--- src/shared/seq_pkg.sv ---
package seq_pkg;

  // register file slots, pair p is slots 2p (high) and 2p+1 (low)
  localparam logic [3:0] IDX_X = 4'h0;
  localparam logic [3:0] IDX_A = 4'h1;
  localparam logic [3:0] IDX_H = 4'h6;
  localparam logic [3:0] IDX_L = 4'h7;
  localparam int RF_DEPTH = 16;
  localparam logic [3:0] RESET_NIB = 4'h0;

  // operand ranges
  localparam logic [7:0] TADDR_LO = 8'h20;
  localparam logic [7:0] TADDR_HI = 8'h7F;
  localparam logic [11:0] FMEM_A_LO = 12'hFB0;
  localparam logic [11:0] FMEM_A_HI = 12'hFBF;
  localparam logic [11:0] FMEM_B_LO = 12'hFF0;
  localparam logic [11:0] PMEM_LO = 12'hFC0;
  localparam logic [11:0] MEM_TOP = 12'hFFF;
  localparam int PC_W = 14;
  localparam int CADDR_W = 12;
  localparam int FADDR_W = 11;
  localparam int BIT_W = 2;
  localparam int DMEM_AW = 8;

  // machine cycle costs, one machine cycle per clock
  localparam logic [1:0] EXEC_CYC = 2'h1;
  localparam logic [1:0] MEM_CYC = 2'h2;
  localparam logic [1:0] SKIP_CYC_SHORT = 2'h1;
  localparam logic [1:0] SKIP_CYC_LONG = 2'h2;

  typedef enum logic [4:0] {
    op_nop,
    op_mov_a_n4,
    op_mov_xa_n8,
    op_mov_hl_n8,
    op_skipping_immediate_add,
    op_add_with_carry,
    op_subtract_with_borrow,
    op_move_xa_from_pair,
    op_move_pair_from_xa,
    op_xa_from_mem,
    op_long_branch,
    op_long_relative_branch,
    op_long_call,
    op_long_relative_call,
    op_one_byte_table_call,
    op_block_call,
    op_fixed_call,
    op_bit_fmem,
    op_bit_pmem,
    op_other
  } op_t;

  typedef enum logic [1:0] {chain_none, chain_acc, chain_ptr} chain_t;

  typedef enum logic [1:0] {ret_exec, ret_chain_nop, ret_skipped, ret_bad_operand} ret_t;

  typedef struct packed {
    op_t op;
    logic [7:0] imm;
    logic [2:0] pair;
    logic [PC_W-1:0] addr;
    logic [BIT_W-1:0] bitno;
  } instr_t;

  typedef struct packed {
    logic valid;
    ret_t kind;
    logic [1:0] cycles;
  } retire_t;

  typedef struct packed {
    logic req;
    logic table_call;
    logic [PC_W-1:0] target;
  } flow_t;

  typedef struct packed {
    logic [3:0] x;
    logic [3:0] a;
    logic [3:0] h;
    logic [3:0] l;
    logic carry;
    logic skip_pending;
    chain_t chain;
  } view_t;

endpackage

--- src/rtl/nibble_pair_ram.sv ---
`timescale 1ns/1ps
`default_nettype none

module nibble_pair_ram #(
  parameter int AW = 8,
  parameter int DW = 4
) (
  // clock and reset
  input wire logic clk_i,
  input wire logic rst_n_i,
  // nibble write
  input wire logic wr_en_i,
  input wire logic [AW-1:0] wr_addr_i,
  input wire logic [DW-1:0] wr_data_i,
  // aligned pair read
  input wire logic [AW-2:0] rd_addr_i,
  output logic [2*DW-1:0] rd_data_o
);

  logic [DW-1:0] mem [2**AW];

  always_ff @(posedge clk_i) begin
    if (wr_en_i) begin
      mem[wr_addr_i] <= wr_data_i;
    end
  end

  always_ff @(posedge clk_i or negedge rst_n_i) begin
    if (!rst_n_i) begin
      rd_data_o <= '0;
    end else begin
      rd_data_o <= {mem[{rd_addr_i, 1'b1}], mem[{rd_addr_i, 1'b0}]};
    end
  end

endmodule

`default_nettype wire

--- src/rtl/skip_and_chain_load_sequencer.sv ---
// Contract
// RL1: accumulator and pointer immediate loads form chains
// RL2: only first executed chain member takes effect
// RL3: other class ends the chain, runs normally
// RL4: add with carry from pointer memory
// RL5: base-m add uses add, add-carry, add sequence
// RL6: add-carry carry skips following immediate add
// RL7: immediate add after memory op never skips
// RL8: carry shows base-m addition overflow
// RL9: subtract with borrow from pointer memory
// RL10: no borrow skips add, borrow runs unskippable
// RL11: carry shows base-m subtraction underflow
// RL12: met skip condition discards next instruction
// RL13: skipping long branch or call costs two
// RL14: skipping any other instruction costs one
// RL15: skipping table call costs one cycle
// RL16: one machine cycle per cpu clock
// RL17: eight nibble registers plus four expansion pairs
// RL18: A, XA and carry are accumulators
// RL19: byte memory operand must be even
// RL20: table call operand 20H-7FH, bit0 zero
// RL21: fixed area and pointer bit ranges
// RL22: branch span, call widths, bit number width
`timescale 1ns/1ps
`default_nettype none

module skip_and_chain_load_sequencer #(
  parameter int DMEM_AW = seq_pkg::DMEM_AW
) (
  // clock and reset
  input wire logic ref_clk_i,
  input wire logic rst_n_i,
  // instruction stream
  input wire logic instr_valid_i,
  input wire seq_pkg::instr_t instr_i,
  output logic instr_ready_o,
  input wire logic [1:0] pc_block_i,
  // data memory loader
  input wire logic mem_wr_en_i,
  input wire logic [DMEM_AW-1:0] mem_wr_addr_i,
  input wire logic [3:0] mem_wr_data_i,
  // results
  output seq_pkg::retire_t retire_o,
  output seq_pkg::flow_t flow_o,
  output seq_pkg::view_t view_o,
  output logic [31:0] mcycle_count_o
);

  typedef enum logic [1:0] {st_fetch, st_mem, st_stall} state_t;

  state_t state_reg;
  state_t state_next;
  localparam int RF_DEPTH_W = 1;
  logic [RF_DEPTH_W-1:0] unused_w;
  logic [seq_pkg::RF_DEPTH-1:0][3:0] rf_reg;
  logic [seq_pkg::RF_DEPTH-1:0][3:0] rf_next;
  logic carry_reg;
  logic carry_next;
  logic skip_reg;
  logic skip_next;
  logic supp_reg;
  logic supp_next;
  seq_pkg::chain_t chain_reg;
  seq_pkg::chain_t chain_next;
  seq_pkg::instr_t pend_reg;
  seq_pkg::instr_t pend_next;
  seq_pkg::retire_t retire_reg;
  seq_pkg::retire_t retire_next;
  seq_pkg::flow_t flow_reg;
  seq_pkg::flow_t flow_next;
  logic [31:0] mcyc_reg;
  logic [31:0] mcyc_next;
  logic [DMEM_AW-2:0] rd_addr;
  logic [7:0] rd_pair;
  logic [3:0] mem_nib;
  logic [4:0] sum5;
  logic [4:0] diff5;

  assign unused_w = '0;

  function automatic seq_pkg::chain_t chain_of(input seq_pkg::op_t op);
    unique case (op)
      seq_pkg::op_mov_a_n4, seq_pkg::op_mov_xa_n8: chain_of = seq_pkg::chain_acc; // RL1
      seq_pkg::op_mov_hl_n8: chain_of = seq_pkg::chain_ptr; // RL1
      default: chain_of = seq_pkg::chain_none;
    endcase
  endfunction

  function automatic logic is_long3(input seq_pkg::op_t op);
    is_long3 = (op == seq_pkg::op_long_branch) || (op == seq_pkg::op_long_relative_branch) ||
               (op == seq_pkg::op_long_call) || (op == seq_pkg::op_long_relative_call);
  endfunction

  function automatic logic operand_ok(input seq_pkg::instr_t ins);
    logic [11:0] ba;
    ba = ins.addr[11:0];
    unique case (ins.op)
      seq_pkg::op_xa_from_mem: operand_ok = !ins.imm[0]; // RL19
      seq_pkg::op_one_byte_table_call: operand_ok = !ins.imm[0] && // RL20
        (ins.imm >= seq_pkg::TADDR_LO) && (ins.imm <= seq_pkg::TADDR_HI);
      seq_pkg::op_bit_fmem: operand_ok = (ins.addr[13:12] == 2'h0) && // RL21
        (((ba >= seq_pkg::FMEM_A_LO) && (ba <= seq_pkg::FMEM_A_HI)) ||
         ((ba >= seq_pkg::FMEM_B_LO) && (ba <= seq_pkg::MEM_TOP)));
      seq_pkg::op_bit_pmem: operand_ok = (ins.addr[13:12] == 2'h0) && // RL21
        (ba >= seq_pkg::PMEM_LO) && (ba <= seq_pkg::MEM_TOP);
      seq_pkg::op_block_call: operand_ok = (ins.addr[13:12] == 2'h0); // RL22
      seq_pkg::op_fixed_call: operand_ok = (ins.addr[13:11] == 3'h0); // RL22
      default: operand_ok = 1'b1;
    endcase
  endfunction

  // aligned pair read: byte operand address or the data pointer
  always_comb begin
    if ((state_reg == st_fetch) && (instr_i.op == seq_pkg::op_xa_from_mem)) begin
      rd_addr = instr_i.imm[DMEM_AW-1:1];
    end else begin
      rd_addr = {rf_reg[seq_pkg::IDX_H], rf_reg[seq_pkg::IDX_L][3:1]};
    end
  end

  nibble_pair_ram #(
    .AW(DMEM_AW),
    .DW(4)
  ) u_dmem (
    .clk_i(ref_clk_i),
    .rst_n_i(rst_n_i),
    .wr_en_i(mem_wr_en_i),
    .wr_addr_i(mem_wr_addr_i),
    .wr_data_i(mem_wr_data_i),
    .rd_addr_i(rd_addr),
    .rd_data_o(rd_pair)
  );

  assign mem_nib = rf_reg[seq_pkg::IDX_L][0] ? rd_pair[7:4] : rd_pair[3:0];
  assign sum5 = {1'b0, rf_reg[seq_pkg::IDX_A]} + {1'b0, mem_nib} + {4'h0, carry_reg}; // RL4
  assign diff5 = {1'b0, rf_reg[seq_pkg::IDX_A]} - {1'b0, mem_nib} - {4'h0, carry_reg}; // RL9

  always_comb begin
    logic [4:0] add5;
    logic [3:0] hi_i;
    logic [3:0] lo_i;
    add5 = '0;
    hi_i = {instr_i.pair, 1'b0};
    lo_i = {instr_i.pair, 1'b1};
    state_next = state_reg;
    rf_next = rf_reg;
    carry_next = carry_reg;
    skip_next = skip_reg;
    supp_next = supp_reg;
    chain_next = chain_reg;
    pend_next = pend_reg;
    retire_next = '0;
    flow_next = '0;
    mcyc_next = mcyc_reg + 32'h00000001; // RL16
    unique case (state_reg)
      st_fetch: begin
        if (instr_valid_i) begin
          pend_next = instr_i;
          if (skip_reg) begin
            skip_next = 1'b0; // RL12
            supp_next = 1'b0;
            chain_next = seq_pkg::chain_none;
            if (is_long3(instr_i.op)) begin
              state_next = st_stall; // RL13
            end else begin
              retire_next = {1'b1, seq_pkg::ret_skipped, seq_pkg::SKIP_CYC_SHORT}; // RL14 RL15
            end
          end else if ((chain_of(instr_i.op) != seq_pkg::chain_none) &&
                       (chain_of(instr_i.op) == chain_reg)) begin
            supp_next = 1'b0;
            retire_next = {1'b1, seq_pkg::ret_chain_nop, seq_pkg::EXEC_CYC}; // RL2
          end else if (!operand_ok(instr_i)) begin
            supp_next = 1'b0;
            chain_next = seq_pkg::chain_none;
            retire_next = {1'b1, seq_pkg::ret_bad_operand, seq_pkg::EXEC_CYC};
          end else begin
            chain_next = chain_of(instr_i.op); // RL3
            supp_next = 1'b0;
            retire_next = {1'b1, seq_pkg::ret_exec, seq_pkg::EXEC_CYC};
            unique case (instr_i.op)
              seq_pkg::op_mov_a_n4: begin
                rf_next[seq_pkg::IDX_A] = instr_i.imm[3:0]; // RL18
              end
              seq_pkg::op_mov_xa_n8: begin
                rf_next[seq_pkg::IDX_X] = instr_i.imm[7:4]; // RL18
                rf_next[seq_pkg::IDX_A] = instr_i.imm[3:0];
              end
              seq_pkg::op_mov_hl_n8: begin
                rf_next[seq_pkg::IDX_H] = instr_i.imm[7:4];
                rf_next[seq_pkg::IDX_L] = instr_i.imm[3:0];
              end
              seq_pkg::op_skipping_immediate_add: begin
                add5 = {1'b0, rf_reg[seq_pkg::IDX_A]} + {1'b0, instr_i.imm[3:0]}; // RL5
                rf_next[seq_pkg::IDX_A] = add5[3:0];
                skip_next = add5[4] && !supp_reg; // RL7 RL12
              end
              seq_pkg::op_add_with_carry, seq_pkg::op_subtract_with_borrow,
              seq_pkg::op_xa_from_mem: begin
                retire_next = '0;
                state_next = st_mem;
              end
              seq_pkg::op_move_xa_from_pair: begin
                rf_next[seq_pkg::IDX_X] = rf_reg[hi_i]; // RL17
                rf_next[seq_pkg::IDX_A] = rf_reg[lo_i];
              end
              seq_pkg::op_move_pair_from_xa: begin
                rf_next[hi_i] = rf_reg[seq_pkg::IDX_X]; // RL17
                rf_next[lo_i] = rf_reg[seq_pkg::IDX_A];
              end
              seq_pkg::op_long_branch, seq_pkg::op_long_relative_branch,
              seq_pkg::op_long_call, seq_pkg::op_long_relative_call: begin
                flow_next = {1'b1, 1'b0, instr_i.addr}; // RL22
              end
              seq_pkg::op_block_call: begin
                flow_next = {1'b1, 1'b0, pc_block_i, instr_i.addr[seq_pkg::CADDR_W-1:0]}; // RL22
              end
              seq_pkg::op_fixed_call: begin
                flow_next = {1'b1, 1'b0, 3'h0, instr_i.addr[seq_pkg::FADDR_W-1:0]}; // RL22
              end
              seq_pkg::op_one_byte_table_call: begin
                flow_next = {1'b1, 1'b1, 6'h00, instr_i.imm}; // RL20
              end
              default: begin
              end
            endcase
          end
        end
      end
      st_mem: begin
        state_next = st_fetch;
        retire_next = {1'b1, seq_pkg::ret_exec, seq_pkg::MEM_CYC};
        unique case (pend_reg.op)
          seq_pkg::op_add_with_carry: begin
            rf_next[seq_pkg::IDX_A] = sum5[3:0]; // RL4
            carry_next = sum5[4]; // RL8
            skip_next = sum5[4]; // RL6
            supp_next = 1'b1; // RL7
          end
          seq_pkg::op_subtract_with_borrow: begin
            rf_next[seq_pkg::IDX_A] = diff5[3:0]; // RL9
            carry_next = diff5[4]; // RL11
            skip_next = !diff5[4]; // RL10
            supp_next = 1'b1; // RL10
          end
          default: begin
            rf_next[seq_pkg::IDX_A] = rd_pair[3:0]; // RL19
            rf_next[seq_pkg::IDX_X] = rd_pair[7:4];
          end
        endcase
      end
      st_stall: begin
        state_next = st_fetch;
        retire_next = {1'b1, seq_pkg::ret_skipped, seq_pkg::SKIP_CYC_LONG}; // RL13
      end
    endcase
  end

  always_ff @(posedge ref_clk_i or negedge rst_n_i) begin
    if (!rst_n_i) begin
      state_reg <= st_fetch;
      rf_reg <= {seq_pkg::RF_DEPTH{seq_pkg::RESET_NIB}};
      carry_reg <= 1'b0;
      skip_reg <= 1'b0;
      supp_reg <= 1'b0;
      chain_reg <= seq_pkg::chain_none;
      pend_reg <= '0;
      retire_reg <= '0;
      flow_reg <= '0;
      mcyc_reg <= '0;
    end else begin
      state_reg <= state_next;
      rf_reg <= rf_next;
      carry_reg <= carry_next;
      skip_reg <= skip_next;
      supp_reg <= supp_next;
      chain_reg <= chain_next;
      pend_reg <= pend_next;
      retire_reg <= retire_next;
      flow_reg <= flow_next;
      mcyc_reg <= mcyc_next;
    end
  end

  assign instr_ready_o = (state_reg == st_fetch);
  assign retire_o = retire_reg;
  assign flow_o = flow_reg;
  assign mcycle_count_o = mcyc_reg;
  assign view_o = {rf_reg[seq_pkg::IDX_X], rf_reg[seq_pkg::IDX_A], rf_reg[seq_pkg::IDX_H],
                   rf_reg[seq_pkg::IDX_L], carry_reg, skip_reg, chain_reg};

endmodule

`default_nettype wire

--- config.mk ---
export PLATFORM = sky130hd
export DESIGN_NAME = skip_and_chain_load_sequencer
export DESIGN_NICKNAME = d
export VERILOG_FILES = /design/src/shared/seq_pkg.sv /design/src/rtl/nibble_pair_ram.sv /design/src/rtl/skip_and_chain_load_sequencer.sv
export SDC_FILE = /design/constraint.sdc
export NUM_CORES = 2
export LEC_CHECK = 0
export ABC_AREA = 1
export BUFFER_PORTS_ARGS = -buffer_cell sky130_fd_sc_hd__clkbuf_2
export CAP_MARGIN = 20
export CORE_AREA = 2 2 383 385
export CTS_BUF_LIST = sky130_fd_sc_hd__clkbuf_16
export CTS_CLUSTER_DIAMETER = 50
export CTS_CLUSTER_SIZE = 25
export DETAILED_ROUTE_END_ITERATION = 10
export DIE_AREA = 0 0 385 387
export SKIP_LAST_GASP = 1
export SLEW_MARGIN = 20
export SYNTH_ARGS = -nofsm -noshare
export SYNTH_HDL_FRONTEND = slang
export SYNTH_HIERARCHICAL = 1
export SYNTH_SLANG_ARGS = --single-unit
--- constraint.sdc ---
create_clock -name ref_clk_i -period 3.54 [get_ports ref_clk_i]
set_input_delay 0.708 -clock ref_clk_i [delete_from_list [all_inputs] [get_ports ref_clk_i]]
set_output_delay 0.708 -clock ref_clk_i [all_outputs]
set_load 0.1 [all_outputs]
==> results.json <==
{
  "numCtsBuffers": 114,
  "area.growth.synth_to_final_pct": 14.1,
  "drc": 0,
  "n_fill_cell": 13800,
  "hold_violations": 0,
  "status": "finished clean",
  "dr.pass1.iters": 5,
  "grt_overflow_total": 0,
  "p_leak_uw": 0.0212,
  "switchingPower_uw": 16300,
  "start_util": 0.347,
  "grt_first_pass_wirelength_microns": 201000,
  "grt_max_degree": 90,
  "synth_edf_count": 1024,
  "dpl.cell_count": 6574,
  "drtIter0Drc": 3436,
  "crit-reg2reg-launch": "state_reg[0]",
  "yosysSeqAreaShare": 0.680,
  "antenna_left": 0,
  "min_path_type": "primary input to asynchronous set/reset pin",
  "avgSynthCellArea_sq_um": 10.7,
  "clockPowerShare": 0.307,
  "max_freq_mhz": 304,
  "worst_slew_pin_slew_ns": 1.04,
  "coreArea_sq_um": 145000,
  "routed_wl_microns": 132000,
  "seqCellArea_sq_um": 34200,
  "synth_flop_cell": "edfxtp_1",
  "layout_common_cells": "nand2_1 (1,447), edfxtp_1 (1,024), nand3_1 (986)",
  "final_common_cell": "nand2_1",
  "critPathKind": "register to register",
  "tns_ns": 0,
  "post_cts_buffers": 0,
  "viasPerCell": 5.11,
  "post_drt_wl_per_cell_microns": 19.4,
  "setup.worst_path.start": "state_reg[0]",
  "critPathRequiredTime_ns": 4.09,
  "power_density_nw_per_um2": 746,
  "power.internal_uw": 26500,
  "synth_area_sq_um": 50300,
  "final_cells": 6793,
  "maxSlewHeadroom": 0.304,
  "period_needed_ns": 3.29,
  "fin_crit_sh": 0.930,
  "clockBufferDepth": 3,
  "pin_count": 124,
  "yosysWarnings": 6,
  "setup_violations": 0,
  "root_buffer": "clkbuf_16",
  "p_seq_frac": 0.362,
  "synth_nets": 4766,
  "ir_drop_v": 0.000473,
  "largest_reg_flops": 1024,
  "port_buffers": 121,
  "crit_arrival_ns": 3.84,
  "comb_power_share": 0.331,
  "cts-resized-gates": 0,
  "dieArea_sq_um": 149000,
  "clock_sinks": 1161,
  "worstSkewPairLatency_ns": 0.75,
  "drive_gt1_frac": 0.103,
  "grt_pass1_vias": 34100,
  "gp_congestion": 0.888,
  "clk_pin_slew_worst_paths_ns": 0.06,
  "antenna_found_initial": 7,
  "async_reset_ff_frac": 0.118,
  "htreeDepth": 3,
  "maxSlewViolCount": 0,
  "fin_skew_ns": 0.0719,
  "critical_path.max_fanout": 53,
  "fp.dieH_microns": 387,
  "endpoint_kind": "register",
  "rsz0062_at_grt": "no",
  "nets": 4845,
  "netlist_instances": 4694,
  "post-dp-hpwl_microns": 82500,
  "via_count": 34700,
  "ys_seq_elements": 1161,
  "post_synth_num_cell_types": 50,
  "maxCapViolCount": 0,
  "grtUsageTotal": 0.174,
  "swShare": 0.380,
  "start_kind": "register",
  "holdBufCountCts": 0,
  "multi_input_area_sq_um": 13800,
  "die_w_microns": 385,
  "num_rows": 140,
  "cts_tree": "done"
}
==> power groups by stage <==
stage                     registers [uW]  clock network, uW  logic (uW)
after floorplan                    15800                  0        9690
after global placement             15800                  0       13900
after detailed placement           15800                  0       14000
after CTS                          15500              13400       14100
after global routing               15500              13900       15600
final                              15500              13100       14200
==> critical path: stages (launching register included) <==
cell     delay (ns)
dfrtp_1        0.39
inv_1          0.09
ha_1           0.35
nand4_1        0.16
buf_4          0.19
nand2_1        0.10
o21ai_4        0.07
buf_12         0.15
inv_8          0.31
buf_12         0.23
nand3_1        0.09
nand3_1        0.11
nand3_1        0.11
nand2_1        0.11
nand2_1        0.05
nand3_1        0.16
nand2_1        0.17
nand2_1        0.11
nand2_1        0.15
==> kinds of logic (layout without fill, tap and decap cells) <==
| family | count (synthesis) | in the layout | synth area share |
|---|---|---|---|
| buffers and inverters | 452 | 633 | 0.0475 |
| other | 0 | 1 | 0 |
| muxes | 1 | 1 | 0.000224 |
| DFF | 1161 | 1161 | 0.680 |
| adders and majority gates | 22 | 22 | 0.00622 |
| xor gates and xnor gates | 31 | 31 | 0.00540 |
| and+or+nand+nor | 2856 | 2856 | 0.241 |
| AOI/OAI and AO/OA | 171 | 171 | 0.0200 |
==> path summary, 6_finish.rpt <==
kind                                       end  slack (ns)  cells after the start
min                                 view_o[17]        0.04                      1
max in group asynchronous         chain_reg[0]        2.65                      2
max reg2reg                u_dmem/rd_data_o[4]        0.25                     18
min reg2reg                  mcycle_count_o[0]        0.47                      1
min in group ref_clk_i              flow_o[11]        0.26                      3
max                        u_dmem/rd_data_o[4]        0.25                     18
==> stage by stage <==
step	hold WS (ns)	setup WS (ns)	utilization	power [uW]	instance area [sq um]
2_1_floorplan	0.412	0.274	-	25500	50300
3_3_place_gp	0.462	0.0580	0.367	29700	53200
3_5_place_dp	0.470	0.0477	0.367	29800	53200
4_1_cts	0.0392	0.294	0.396	43000	57400
5_1_grt	0.0733	0.00934	0.396	45000	57400
6_report	0.0404	0.249	0.396	42800	57400
==> metal layers <==
layer,global-route usage,vias to the layer above,part of all wire
met5,0,-,0.00036
met4,0.0507,8,0.027
met3,0.0328,237,0.076
met2,0.291,1253,0.48
met1,0.229,16900,0.42
li1,-,16300,-
==> layout make-up <==
cell class                      instances  area share
Tap cell                             1917      0.0418
Clock buffer                          114      0.0497
Sequential cell                      1161       0.596
Inverter                              158      0.0108
Timing Repair Buffer                  257      0.0387
Antenna cell                            1   0.0000436
Clock inverter                        104      0.0235
Multi-Input combinational cell       3081       0.240
==> Yosys cell counts (10+ instances only) <==
master,count,area (sq um)
nand2_1,1447,5430
edfxtp_1,1024,30700
nand3_1,986,4930
nor2_1,372,1400
inv_1,147,552
dfrtp_1,137,3430
buf_2,130,651
o21ai_0,92,460
clkbuf_1,62,233
buf_6,51,574
buf_4,31,233
a21oi_1,22,110
nand4_1,20,125
xor2_1,19,166
buf_1,18,67.6
ha_1,17,213
o211ai_1,17,128
o31ai_1,15,113
xnor2_1,12,105
nor3_1,10,50.1
Note: power is estimated with default switching activity, not from simulation.
